`src/verilog/serdes_ctrl_consts.vh`:
```
// Constants for the serial-link status and datapath control register bank.
// Assumes a 15-bit register address and 8-bit register data on the serial port.
`ifndef SERDES_CTRL_CONSTS_VH
`define SERDES_CTRL_CONSTS_VH

// ==========================================================
// Register addresses
`define ADDR_CDR_FREEZE 15'h0238
`define ADDR_CDR_PHASE_STATUS 15'h0239
`define ADDR_LANE_SELECT 15'h0237
`define ADDR_LANE_ARRIVAL 15'h0240
`define ADDR_SERDES_PLL_LOCK_STATUS 15'h0250
`define ADDR_LINK_DIGITAL_RESET 15'h0253
`define ADDR_EXTERNAL_REFERENCE_ENABLE 15'h02B0
`define ADDR_DAC_CURRENT_DOUBLER 15'h02B1
`define ADDR_CONV0_OFFSET_LO 15'h02C8
`define ADDR_CONV0_OFFSET_HI 15'h02C9
`define ADDR_CONV1_OFFSET_LO 15'h02CA
`define ADDR_CONV1_OFFSET_HI 15'h02CB
`define ADDR_DAC_OFFSET_UPDATE_HOLD 15'h02CF
`define ADDR_DATAPATH_ENABLE 15'h02E0

// ==========================================================
// Field positions
`define LOCK_NOW_MSB 7
`define LOCK_NOW_LSB 4
`define LOCK_DROP_MSB 3
`define LOCK_DROP_LSB 0
`define CTRL_BIT 0

// ==========================================================
// Reset values
`define RST_CTRL_BYTE 8'h00
`define RST_LANE_SELECT 4'h0
`define RST_OFFSET 16'h0000
`define RD_UNMAPPED 8'h00

// ==========================================================
// Serial frame timing, in sampled clock edges, and PLL and lane counts
`define FRAME_BITS 5'h18
`define HEADER_BITS 5'h10
`define NUM_PLL 4
`define NUM_LANES 16

`endif

```
`src/verilog/serdes_ctrl_regs.v`:
```
// Serial-link status, reference, offset and datapath control registers.
// Assumes serial port pins are already synchronous to i_clk and that
// SCLK is slower than a quarter of i_clk so every edge is seen.
`timescale 1ns/100ps
`default_nettype none
`include "serdes_ctrl_consts.vh"

// Functional notes
// - Phase status returns recovery phase of lane picked by lane_select.
// - Phase value is presented in gray code, not binary.
// - Bits 7-4 show live lock of the four PLL macros.
// - Flag bit n sets on any cycle PLL n lock is low.
// - Flags stay set after relock; only writing 1 clears them.
// - link_logic_hold keeps link digital logic reset, lanes untouched.
// - Lane arrival values captured only on first buffer release attempt.
// - ext_vref_select switches converter to external reference.
// - output_current_double doubles output current; resets to normal.
// - While offset_update_hold is 1, converter offsets stay unchanged.
// - On hold falling, both pending offsets apply in the same cycle.
// - datapath_run enables datapath; clear holds it in reset; resets 0.
// - cdr_freeze stops recovery loop tracking and holds its phase.
module serdes_ctrl_regs (
	input wire i_clk,
	input wire i_sys_rst,
	input wire i_ce,
	input wire i_spi_sclk,
	input wire i_spi_cs_n,
	input wire i_spi_sdi,
	output wire o_spi_sdo,
	output wire o_spi_sdo_oe_n,
	input wire [127:0] i_cdr_phase_bin,
	input wire [3:0] i_pll_lock,
	input wire i_ebuf_release_try,
	input wire [7:0] i_lane_arrival,
	output wire o_cdr_freeze,
	output wire o_link_logic_rst,
	output wire o_ext_vref_select,
	output wire o_output_current_double,
	output wire [15:0] o_conv0_offset,
	output wire [15:0] o_conv1_offset,
	output wire o_datapath_rst
);

	// ==========================================================
	// Serial port frame engine
	localparam ST_IDLE = 2'b00;
	localparam ST_SHIFT = 2'b01;
	localparam ST_DONE = 2'b10;

	reg [1:0] state_ff;
	reg [1:0] nxt_state;
	reg sclk_prev_ff;
	reg [4:0] bit_cnt_ff;
	reg [22:0] shift_in_ff;
	reg rd_frame_ff;
	reg [7:0] shift_out_ff;
	reg sdo_oe_n_ff;
	reg wr_stb_ff;
	reg [14:0] wr_addr_ff;
	reg [7:0] wr_data_ff;
	reg [7:0] rd_data;

	wire sclk_rise;
	wire sclk_fall;
	wire [4:0] bit_cnt_inc;
	wire [14:0] hdr_addr;

	// Pins are synchronous, so the previous sample is enough for edges
	assign sclk_rise = i_spi_sclk & ~sclk_prev_ff;
	assign sclk_fall = ~i_spi_sclk & sclk_prev_ff;
	assign bit_cnt_inc = bit_cnt_ff + 5'h01;
	// After fifteen header bits shifted in, the next one is the last address bit
	assign hdr_addr = {shift_in_ff[13:0], i_spi_sdi};

	// Frame state: a chip-select release always aborts and rearms
	always @* begin
		nxt_state = state_ff;
		case (state_ff)
			ST_IDLE: begin
				if (!i_spi_cs_n) begin
					nxt_state = ST_SHIFT;
				end
			end
			ST_SHIFT: begin
				if (i_spi_cs_n) begin
					nxt_state = ST_IDLE;
				end else if (sclk_rise && bit_cnt_inc == `FRAME_BITS) begin
					nxt_state = ST_DONE;
				end
			end
			ST_DONE: begin
				if (i_spi_cs_n) begin
					nxt_state = ST_IDLE;
				end
			end
			default: begin
				nxt_state = ST_IDLE;
			end
		endcase
	end

	// Shifting, read load and write strobe
	always @(posedge i_clk) begin
		if (i_sys_rst) begin
			state_ff <= ST_IDLE;
			sclk_prev_ff <= 1'b0;
			bit_cnt_ff <= 5'h00;
			shift_in_ff <= 23'h000000;
			rd_frame_ff <= 1'b0;
			shift_out_ff <= 8'h00;
			sdo_oe_n_ff <= 1'b1;
			wr_stb_ff <= 1'b0;
			wr_addr_ff <= 15'h0000;
			wr_data_ff <= 8'h00;
		end else if (i_ce) begin
			state_ff <= nxt_state;
			sclk_prev_ff <= i_spi_sclk;
			wr_stb_ff <= 1'b0;
			if (state_ff != ST_SHIFT || i_spi_cs_n) begin
				bit_cnt_ff <= 5'h00;
				if (i_spi_cs_n) begin
					sdo_oe_n_ff <= 1'b1;
				end
			end else if (sclk_rise) begin
				bit_cnt_ff <= bit_cnt_inc;
				shift_in_ff <= {shift_in_ff[21:0], i_spi_sdi};
				if (bit_cnt_ff == 5'h00) begin
					rd_frame_ff <= i_spi_sdi;
				end
				// Read data is fetched once the address is complete
				if (bit_cnt_inc == `HEADER_BITS && rd_frame_ff) begin
					shift_out_ff <= rd_data;
					sdo_oe_n_ff <= 1'b0;
				end
				// Write takes effect only after a full frame
				if (bit_cnt_inc == `FRAME_BITS && !rd_frame_ff) begin
					wr_stb_ff <= 1'b1;
					// Bit 22 holds the R/W flag, so the address sits one place lower
					wr_addr_ff <= shift_in_ff[21:7];
					wr_data_ff <= {shift_in_ff[6:0], i_spi_sdi};
				end
			end else if (sclk_fall && !sdo_oe_n_ff && bit_cnt_ff > `HEADER_BITS) begin
				shift_out_ff <= {shift_out_ff[6:0], 1'b0};
			end
		end
	end

	assign o_spi_sdo = shift_out_ff[7];
	assign o_spi_sdo_oe_n = sdo_oe_n_ff;

	// ==========================================================
	// Control registers
	reg cdr_freeze_ff;
	reg [3:0] lane_sel_ff;
	reg link_hold_ff;
	reg ext_vref_ff;
	reg cur_double_ff;
	reg offset_hold_ff;
	reg dp_run_ff;
	reg [15:0] conv0_pend_ff;
	reg [15:0] conv1_pend_ff;
	reg [15:0] conv0_live_ff;
	reg [15:0] conv1_live_ff;

	wire wr_freeze;
	wire wr_status;

	assign wr_freeze = wr_stb_ff && wr_addr_ff == `ADDR_CDR_FREEZE;
	assign wr_status = wr_stb_ff && wr_addr_ff == `ADDR_SERDES_PLL_LOCK_STATUS;

	// Plain read/write control bits, all zero after reset
	always @(posedge i_clk) begin
		if (i_sys_rst) begin
			cdr_freeze_ff <= 1'b0;
			lane_sel_ff <= `RST_LANE_SELECT;
			link_hold_ff <= 1'b0;
			ext_vref_ff <= 1'b0;
			cur_double_ff <= 1'b0;
			offset_hold_ff <= 1'b0;
			dp_run_ff <= 1'b0;
			conv0_pend_ff <= `RST_OFFSET;
			conv1_pend_ff <= `RST_OFFSET;
		end else if (i_ce && wr_stb_ff) begin
			case (wr_addr_ff)
				`ADDR_CDR_FREEZE: cdr_freeze_ff <= wr_data_ff[`CTRL_BIT];
				`ADDR_LANE_SELECT: lane_sel_ff <= wr_data_ff[3:0];
				`ADDR_LINK_DIGITAL_RESET: link_hold_ff <= wr_data_ff[`CTRL_BIT];
				`ADDR_EXTERNAL_REFERENCE_ENABLE: ext_vref_ff <= wr_data_ff[`CTRL_BIT];
				`ADDR_DAC_CURRENT_DOUBLER: cur_double_ff <= wr_data_ff[`CTRL_BIT];
				`ADDR_CONV0_OFFSET_LO: conv0_pend_ff[7:0] <= wr_data_ff;
				`ADDR_CONV0_OFFSET_HI: conv0_pend_ff[15:8] <= wr_data_ff;
				`ADDR_CONV1_OFFSET_LO: conv1_pend_ff[7:0] <= wr_data_ff;
				`ADDR_CONV1_OFFSET_HI: conv1_pend_ff[15:8] <= wr_data_ff;
				`ADDR_DAC_OFFSET_UPDATE_HOLD: offset_hold_ff <= wr_data_ff[`CTRL_BIT];
				`ADDR_DATAPATH_ENABLE: dp_run_ff <= wr_data_ff[`CTRL_BIT];
				default: begin
				end
			endcase
		end
	end

	// ==========================================================
	// Converter offset transfer
	// Both live copies move together, so a release of the hold can never
	// leave the two converters on mismatched offsets for a cycle.
	always @(posedge i_clk) begin
		if (i_sys_rst) begin
			conv0_live_ff <= `RST_OFFSET;
			conv1_live_ff <= `RST_OFFSET;
		end else if (i_ce && !offset_hold_ff) begin
			conv0_live_ff <= conv0_pend_ff;
			conv1_live_ff <= conv1_pend_ff;
		end
	end

	// ==========================================================
	// Lock monitoring
	wire [3:0] lock_drop;

	// Flag n watches PLL macro n, which serves lanes 4n to 4n+3
	genvar gi;
	generate
		for (gi = 0; gi < `NUM_PLL; gi = gi + 1) begin : g_lock_drop
			sticky_flag u_flag (
				.i_clk(i_clk),
				.i_sys_rst(i_sys_rst),
				.i_ce(i_ce),
				.i_set(~i_pll_lock[gi]),
				.i_clr(wr_status & wr_data_ff[gi]),
				.o_flag(lock_drop[gi])
			);
		end
	endgenerate

	// ==========================================================
	// Lane arrival capture
	reg arrival_taken_ff;
	reg [7:0] arrival_ff;

	// First attempt only; rearmed while the link logic is held in reset
	always @(posedge i_clk) begin
		if (i_sys_rst) begin
			arrival_taken_ff <= 1'b0;
			arrival_ff <= 8'h00;
		end else if (i_ce) begin
			if (link_hold_ff) begin
				arrival_taken_ff <= 1'b0;
			end else if (i_ebuf_release_try && !arrival_taken_ff) begin
				arrival_taken_ff <= 1'b1;
				arrival_ff <= i_lane_arrival;
			end
		end
	end

	// ==========================================================
	// Read data
	wire [7:0] phase_bin;
	wire [7:0] phase_gray;

	assign phase_bin = i_cdr_phase_bin[lane_sel_ff * 8 +: 8];
	assign phase_gray = phase_bin ^ {1'b0, phase_bin[7:1]};

	// Reserved bits read as zero; unmapped addresses read zero
	always @* begin
		rd_data = `RD_UNMAPPED;
		case (hdr_addr)
			`ADDR_CDR_FREEZE: rd_data = {7'h00, cdr_freeze_ff};
			`ADDR_CDR_PHASE_STATUS: rd_data = phase_gray;
			`ADDR_LANE_SELECT: rd_data = {4'h0, lane_sel_ff};
			`ADDR_LANE_ARRIVAL: rd_data = arrival_ff;
			`ADDR_SERDES_PLL_LOCK_STATUS: rd_data = {i_pll_lock, lock_drop};
			`ADDR_LINK_DIGITAL_RESET: rd_data = {7'h00, link_hold_ff};
			`ADDR_EXTERNAL_REFERENCE_ENABLE: rd_data = {7'h00, ext_vref_ff};
			`ADDR_DAC_CURRENT_DOUBLER: rd_data = {7'h00, cur_double_ff};
			`ADDR_CONV0_OFFSET_LO: rd_data = conv0_pend_ff[7:0];
			`ADDR_CONV0_OFFSET_HI: rd_data = conv0_pend_ff[15:8];
			`ADDR_CONV1_OFFSET_LO: rd_data = conv1_pend_ff[7:0];
			`ADDR_CONV1_OFFSET_HI: rd_data = conv1_pend_ff[15:8];
			`ADDR_DAC_OFFSET_UPDATE_HOLD: rd_data = {7'h00, offset_hold_ff};
			`ADDR_DATAPATH_ENABLE: rd_data = {7'h00, dp_run_ff};
			default: rd_data = `RD_UNMAPPED;
		endcase
	end

	// ==========================================================
	// Control outputs
	assign o_cdr_freeze = cdr_freeze_ff;
	assign o_link_logic_rst = link_hold_ff;
	assign o_ext_vref_select = ext_vref_ff;
	assign o_output_current_double = cur_double_ff;
	assign o_conv0_offset = conv0_live_ff;
	assign o_conv1_offset = conv1_live_ff;
	assign o_datapath_rst = ~dp_run_ff;

endmodule
`default_nettype wire

```
`src/verilog/sticky_flag.v`:
```
// One sticky event flag with write-one-to-clear.
// Assumes set and clear are single-clock-domain, synchronous signals.
`timescale 1ns/100ps
`default_nettype none

// ==========================================================
// Sticky flag cell
module sticky_flag (
	input wire i_clk,
	input wire i_sys_rst,
	input wire i_ce,
	input wire i_set,
	input wire i_clr,
	output wire o_flag
);

	reg flag_ff;
	wire nxt_flag;

	// Set beats clear so a drop in the clear cycle is never lost
	assign nxt_flag = i_set | (flag_ff & ~i_clr);

	// Holds its value while the clock enable is low
	always @(posedge i_clk) begin
		if (i_sys_rst) begin
			flag_ff <= 1'b0;
		end else if (i_ce) begin
			flag_ff <= nxt_flag;
		end
	end

	assign o_flag = flag_ff;

endmodule
`default_nettype wire
```
`config.mk`:
```
export PLATFORM = sky130hd
export DESIGN_NAME = serdes_ctrl_regs
export DESIGN_NICKNAME = d
export VERILOG_FILES = /design/src/verilog/serdes_ctrl_regs.v /design/src/verilog/sticky_flag.v
export VERILOG_INCLUDE_DIRS = /design/src /design/src/verilog
export SDC_FILE = /design/constraint.sdc
export NUM_CORES = 1
export LEC_CHECK = 0
export BUFFER_PORTS_ARGS = -buffer_cell sky130_fd_sc_hd__buf_2
export CAP_MARGIN = 20
export CELL_PAD_IN_SITES_DETAIL_PLACEMENT = 0
export CELL_PAD_IN_SITES_GLOBAL_PLACEMENT = 2
export CORE_ASPECT_RATIO = 0.7
export CORE_MARGIN = 1
export CORE_UTILIZATION = 32
export DETAILED_ROUTE_END_ITERATION = 16
export GPL_ROUTABILITY_DRIVEN = 0
export PLACE_DENSITY = 0.82
export RECOVER_POWER = 100
export SYNTH_ARGS = -nofsm -noshare
export SYNTH_HDL_FRONTEND = slang
export SYNTH_SLANG_ARGS = --single-unit
```
`constraint.sdc`:
```
create_clock -name i_clk -period 2.8 [get_ports i_clk]
set_input_delay 0.14 -clock i_clk [delete_from_list [all_inputs] [get_ports i_clk]]
set_output_delay 0.14 -clock i_clk [all_outputs]
set_load 0.03 [all_outputs]
```
-- Word level (Yosys, flattened, before mapping)
Cells that the tools add are included.
- register bits after elaboration: 151
- input bits: 147
- output and inout bits: 39
- logic and storage cells: 156
- add/sub/neg operators: 1
- magnitude comparators: 1
- equality and inequality tests: 36
- shift-type cells: 1
- muxes and demuxes: 20
- bitwise gates (word level): 28
- reduce and logical (&&, ||, !) cells: 40
- operator list (cell ; count):
    15-bit by 10-bit == test with 1-bit output (second input constant) ; 26
    128-bit by 8-bit indexed part select with 8-bit output ; 1
    8-bit one-hot mux with 14 select lines ; 1
    2-bit AND reduction ; 13
    8-bit two-way mux ; 3
    4-bit AND reduction ; 5
    1-bit inverter ; 13
    1-bit AND ; 10
    5-bit == test (second input constant) ; 2
    5-bit two-way mux ; 2
    1-bit logical AND ; 9
    1-bit two-way mux ; 9
    2-bit two-way mux ; 4
    2-bit nonzero test ; 4
    8-bit by 7-bit bitwise XOR with 8-bit output ; 1
    2-bit != test (second input constant) ; 3
    2-bit one-hot mux with 3 select lines ; 1
    3-bit AND reduction ; 2
    5-bit by 1-bit adder with 5-bit output (second input constant) ; 1
    5-bit greater-than comparator (second input constant) ; 1
    5-bit zero test ; 1
    1-bit zero test ; 4
    2-bit by 1-bit != test with 1-bit output (second input constant) ; 2
    1-bit OR ; 4
    other kinds (5) ; 5

-- Depth between registers and ports, before layout
- depth after elaboration: 6
- gate-level depth with buffers: 9
- gate-level depth less buffers: 7

-- Hierarchy
A second synthesis with hierarchy kept.
- cell total of the unflattened synthesis: 852
- area, all modules: 7848.8 um^2
- by module, submodules not included (module ; instances ; cells each ; area an instance (um^2) ; seq. area each (um^2)):
    serdes_ctrl_regs ; 1 ; 836 ; 7678.6 ; 2942.8
    sticky_flag ; 4 ; 4 ; 42.5 ; 20.0

-- Least setup slack after synthesis
Ideal clock, no wire load.
- kind: reg2reg
- start point: reg lane_sel_ff[1]
- end point: reg shift_out_ff[4]
- setup time: 139 ps
- arrival time: 2082 ps
- data required time: 2661 ps
- setup slack: 579 ps
- stages on the path, launching flop included: 9
- buffers on the path: 2
- clock period less this slack: 2221 ps
- cell sequence: dfxtp_1 -> buf_2 -> buf_4 -> mux4_2 -> mux2i_1 -> xnor2_1 -> nor2_1 -> a2111oi_0 -> a211oi_1
- cells in the longest elaborated chain, start to end: 5
- RTL lines (what ; RTL line ; text):
    from (decl) ; serdes_ctrl_regs.v:154 ; reg [3:0] lane_sel_ff;
    from (signal assigned) ; serdes_ctrl_regs.v:175 ; lane_sel_ff <= `RST_LANE_SELECT;
    from (signal assigned) ; serdes_ctrl_regs.v:186 ; `ADDR_LANE_SELECT: lane_sel_ff <= wr_data_ff[3:0];
    128-bit by 8-bit indexed part select with 8-bit output ; serdes_ctrl_regs.v:260 ; assign phase_bin = i_cdr_phase_bin[lane_sel_ff * 8 +: 8];
    8-bit by 7-bit bitwise XOR with 8-bit output ; serdes_ctrl_regs.v:261 ; assign phase_gray = phase_bin ^ {1'b0, phase_bin[7:1]};
    8-bit one-hot mux with 14 select lines ; serdes_ctrl_regs.v:266 ; case (hdr_addr)
    8-bit two-way mux ; serdes_ctrl_regs.v:131 ; if (bit_cnt_inc == `HEADER_BITS && rd_frame_ff) begin
    8-bit two-way mux ; serdes_ctrl_regs.v:124 ; end else if (sclk_rise) begin
    to (signal assigned) ; serdes_ctrl_regs.v:132 ; shift_out_ff <= rd_data;
    to (signal assigned) ; serdes_ctrl_regs.v:143 ; shift_out_ff <= {shift_out_ff[6:0], 1'b0};
    to (decl) ; serdes_ctrl_regs.v:56 ; reg [7:0] shift_out_ff;
Every way passes these cells. The select of a mux whose other input is x is not followed.
A chain may end at the register's enable or synchronous reset.

-- Worst setup path after layout
- start point: reg state_ff[0]
- end point: reg wr_data_ff[7]
- cells in the longest elaborated chain, start to end: 4
- RTL lines (what ; RTL line ; text):
    from (decl) ; serdes_ctrl_regs.v:50 ; reg [1:0] state_ff;
    from (signal assigned) ; serdes_ctrl_regs.v:116 ; state_ff <= nxt_state;
    2-bit by 1-bit != test with 1-bit output ; serdes_ctrl_regs.v:119 ; if (state_ff != ST_SHIFT || i_spi_cs_n) begin
    1-bit logical OR ; serdes_ctrl_regs.v:119 ;
    1-bit inverter (no line) ; -- ;
    4-bit AND reduction (no line) ; -- ;
    to (signal assigned) ; serdes_ctrl_regs.v:140 ; wr_data_ff <= {shift_in_ff[6:0], i_spi_sdi};
    to (decl) ; serdes_ctrl_regs.v:60 ; reg [7:0] wr_data_ff;
Every way passes these cells.

==> summary.txt <==
Outcome
  – Outcome: complete, but fails checks
  – Failing checks: max-capacitance violations, max-slew violations

Clocking
  – Longest Clk Path Bufs: 2
  – Hold buffer count at cts: 9
  – Clock slew at reported path FFs: approximately 0.07 ns
  – Root buffer cell: clkbuf_16
  – H-tree depth: 4
  – Num CTS Buffers: 17
  – Post_cts resized: 0
  – CTS tree: yes
  – Clock sink count: 151
  – Clock Latency Late Sink: between 0.4 and 0.5 ns
  – Setup Buffers After CTS: 0

Die
  – Die area: 0.0255 mm2
  – Core Region: 0.0240 mm2
  – Boundary Pins: ~190
  – Die Span X: about 190 um
  – Row cnt: 47
  – Die H: about 130 um
  – Initial Util: 33.1%

Global route
  – Gr usage total: approximately a fifth
  – Via count of the first global-routing pass: 6860
  – Largest net degree at the start of global routing: ~110
  – Initial antenna violation count: 0
  – Gr ovfl total: 0
  – First-pass GRT wire length: about 39000 um

Logic synthesis
  – Async set or reset register ratio after synthesis: 0%
  – Post-synth EDFFs: 0
  – Main combinational cell family by area after synthesis: simple AND/OR/NAND/NOR gates
  – Post-Syn Nets: about 1000
  – Post-Syn Instances: 890
  – Yosys top cell by area: dfxtp_1
  – Register area share after synthesis: a little under two fifths
  – Post-synthesis adder-cell area fraction: 0.473%
  – Compound-Gate Fraction of Synth Area: between 10% and 20%
  – Post-Syn Area: a little under 0.008 mm2
  – Post-synthesis register bit count: 151
  – Synth warn: 0
  – Syn avg cell area: a little under 9 um2
  – Synth Area in Simple Gates: approximately a quarter
  – Area contributors post-synth: dfxtp_1, mux2i_1, mux4_2, nand2_1, nor2_1
  – Mux contribution to synthesized area: about a fifth
  – Xor and xnor fraction of the mapped netlist area: around 2.1%
  – Cell variety after synth: between 70 and 80
  – Synth top area share: a little under two fifths
  – Ys flop type: dfxtp_1

Drt
  – Via-to-Cell Ratio: about 5.1
  – 1st-pass router iterations: 7
  – Drt drc: 0
  – M1 WL: between 10000 and 15000 um
  – DRT Wirelength: 25800 um
  – Routed wire per std cell: ~18 um
  – 1st-iter DRT viols: 474
  – Routed met2 length: ~11000 um
  – Via count: 7154
  – Uppermost layer routed: met4
  – DR WL met3: 1480 um
  – Final ANT Viol Nets: 0

Timing
  – Max Clock Freq: ~400 MHz
  – Tmin final: 2.54 ns
  – Hold slack: ~0.030 ns
  – Relative slew slack: -58.9%
  – Max Slew Vio Count: 114
  – RSZ-0062 raised after global routing: false
  – Fin crit share: between 90% and 100%
  – Clk_skew: between 0.01 and 0.015 ns
  – Hold Violations, Final: 0
  – Setup-failing EPs final: 0
  – Setup TNS: 0 ns
  – Worst-margin pin slew: around 2.4 ns

Place
  – Post-DP HPWL: 19600 um
  – Port bufs: roughly 190

Cells and area
  – Final Util: 41.0%
  – Share of layout cells above drive strength 1: about a quarter
  – P&R area growth vs syn: 24.1%
  – Most common cell after layout, fill and taps aside: dfxtp_1
  – Ant diodes: 0
  – Highest-count cells in the layout ignoring fill and taps: dfxtp_1, buf_2, nand2_1, nor2_1, mux2i_1
  – Layout Nets: between 1000 and 1500

Pwr
  – Clock Power Share: around half
  – NetSw: ~1.2 mW
  – P_leak: about 3.5 nW
  – Switching Share: about a quarter
  – Combinational power share: under 10%
  – Sequential power share: between 40% and 50%
  – Power per Cell Area: slightly below 500 mW/mm2
  – Pint: 3.62 mW
  – Worst VDD drop: ~0.39 mV

Critical path
  – Crit Path Max Fanout: 24
  – CP endpoint kind: flip-flop
  – Critical setup path kind: flip-flop to flip-flop
  – Arr. time, crit path: roughly 2.8 ns
  – Crit path launch type: flip-flop
  – Data required, critical path: just over 3 ns

Min path
  – Hold Crit Class: primary input to flip-flop

Job
  – Max cap viols: 1
==> through the flow <==
stage	total power, mW	cell area [um2]	cells	worst slack, ns
floorplan	2.37	7940	890	0.579
global placement	2.54	9260	1358	0.401
detailed placement	2.54	9260	1358	0.368
CTS	4.86	9940	1399	0.356
global route	4.98	9850	1399	0.0595
finish	4.81	9850	1399	0.261
==> routing by layer <==
metal | vias up | GRT usage (%)
li1 | 3538 | -
met1 | 3361 | 28.9
met2 | 232 | 30.9
met3 | 23 | 4.24
met4 | 0 | 5.78
met5 | - | 0
==> final timing paths <==
path,from,endpoint,slack (ns),depth (start not counted)
min reg2reg,o_conv1_offset[2]$_SDFFE_PP0P_,o_conv1_offset[2]$_SDFFE_PP0P_,0.46,2
max reg2reg,state_ff[0]$_SDFFE_PP0P_,wr_data_ff[7]$_SDFFE_PP0P_,0.26,8
min,i_spi_cs_n,o_spi_sdo_oe_n$_SDFFE_PP1P_,0.03,2
max,state_ff[0]$_SDFFE_PP0P_,wr_data_ff[7]$_SDFFE_PP0P_,0.26,8
==> flip-flops by register name, indices dropped and copies added, names as in the netlist, 2 cells and up <==
register / cells
conv0_pend_ff: 16
shift_out_ff: 8
shift_in_ff: 22
wr_addr_ff: 15
conv1_pend_ff: 16
lane_sel_ff: 4
wr_data_ff: 8
o_conv1_offset: 16
o_conv0_offset: 16
bit_cnt_ff: 5
g_lock_drop.u_flag.o_flag: 4
arrival_ff: 8
state_ff: 2
==> area by class of cell <==
cell class / count / area, um2
clock buffer: 19 / 453
clock inverter: 13 / 134
fill: 2463 / 14100
inverter: 10 / 37.5
multi-input combinational: 665 / 4590
sequential: 151 / 3020
tap: 318 / 398
timing repair buffer: 223 / 1210
==> cell families after synthesis <==
logic type	count (synthesis)
xor gates and xnor gates	19
buffers and inverters	74
adders and majority gates	3
AOI/OAI and AO/OA	138
muxes	127
DFF	151
and+or+nand+nor	378
==> cells in the mapped netlist (all sizes together) (2+ instances only) <==
| cell | n |
|---|---|
| dfxtp | 151 |
| nor3 | 21 |
| nand2b | 11 |
| a21oi | 83 |
| a311oi | 2 |
| buf | 24 |
| nor4 | 9 |
| and3 | 3 |
| o21ai | 12 |
| nand2 | 131 |
| nor2 | 114 |
| nor3b | 3 |
| a2111o | 3 |
| and4 | 3 |
| nand4b | 3 |
| nand4bb | 3 |
| and3b | 2 |
| inv | 10 |
| nand4 | 9 |
| clkbuf | 40 |
| nand3b | 5 |
| or4b | 4 |
| a311o | 3 |
| and2 | 7 |
| or2 | 4 |
| nor4b | 3 |
| nor2b | 12 |
| xor2 | 10 |
| nor4bb | 4 |
| a41oi | 2 |
| mux2i | 93 |
| or3 | 4 |
| and4b | 2 |
| nand3 | 18 |
| o311ai | 3 |
| ha | 3 |
| a211oi | 7 |
| xnor2 | 9 |
| a2111oi | 5 |
| mux4 | 33 |
| a31oi | 2 |
==> worst max-delay path, stage by stage, from the launching register on <==
cell	delay [ns]
dfxtp_1	0.44
nand4bb_1	0.18
nor3b_1	0.46
buf_4	0.31
nand3_1	0.19
nor2_2	0.18
buf_12	0.22
mux2i_1	0.25
nor2_1	0.06
==> power by group through the flow <==
| stage | logic, mW | registers (mW) | clock network [mW] |
|---|---|---|---|
| floorplan | 0.157 | 2.21 | 0 |
| global placement | 0.320 | 2.22 | 0 |
| detailed placement | 0.320 | 2.22 | 0 |
| CTS | 0.331 | 2.17 | 2.36 |
| global route | 0.352 | 2.17 | 2.46 |
| finish | 0.323 | 2.17 | 2.31 |
Note: power is estimated with default switching activity, not from simulation.
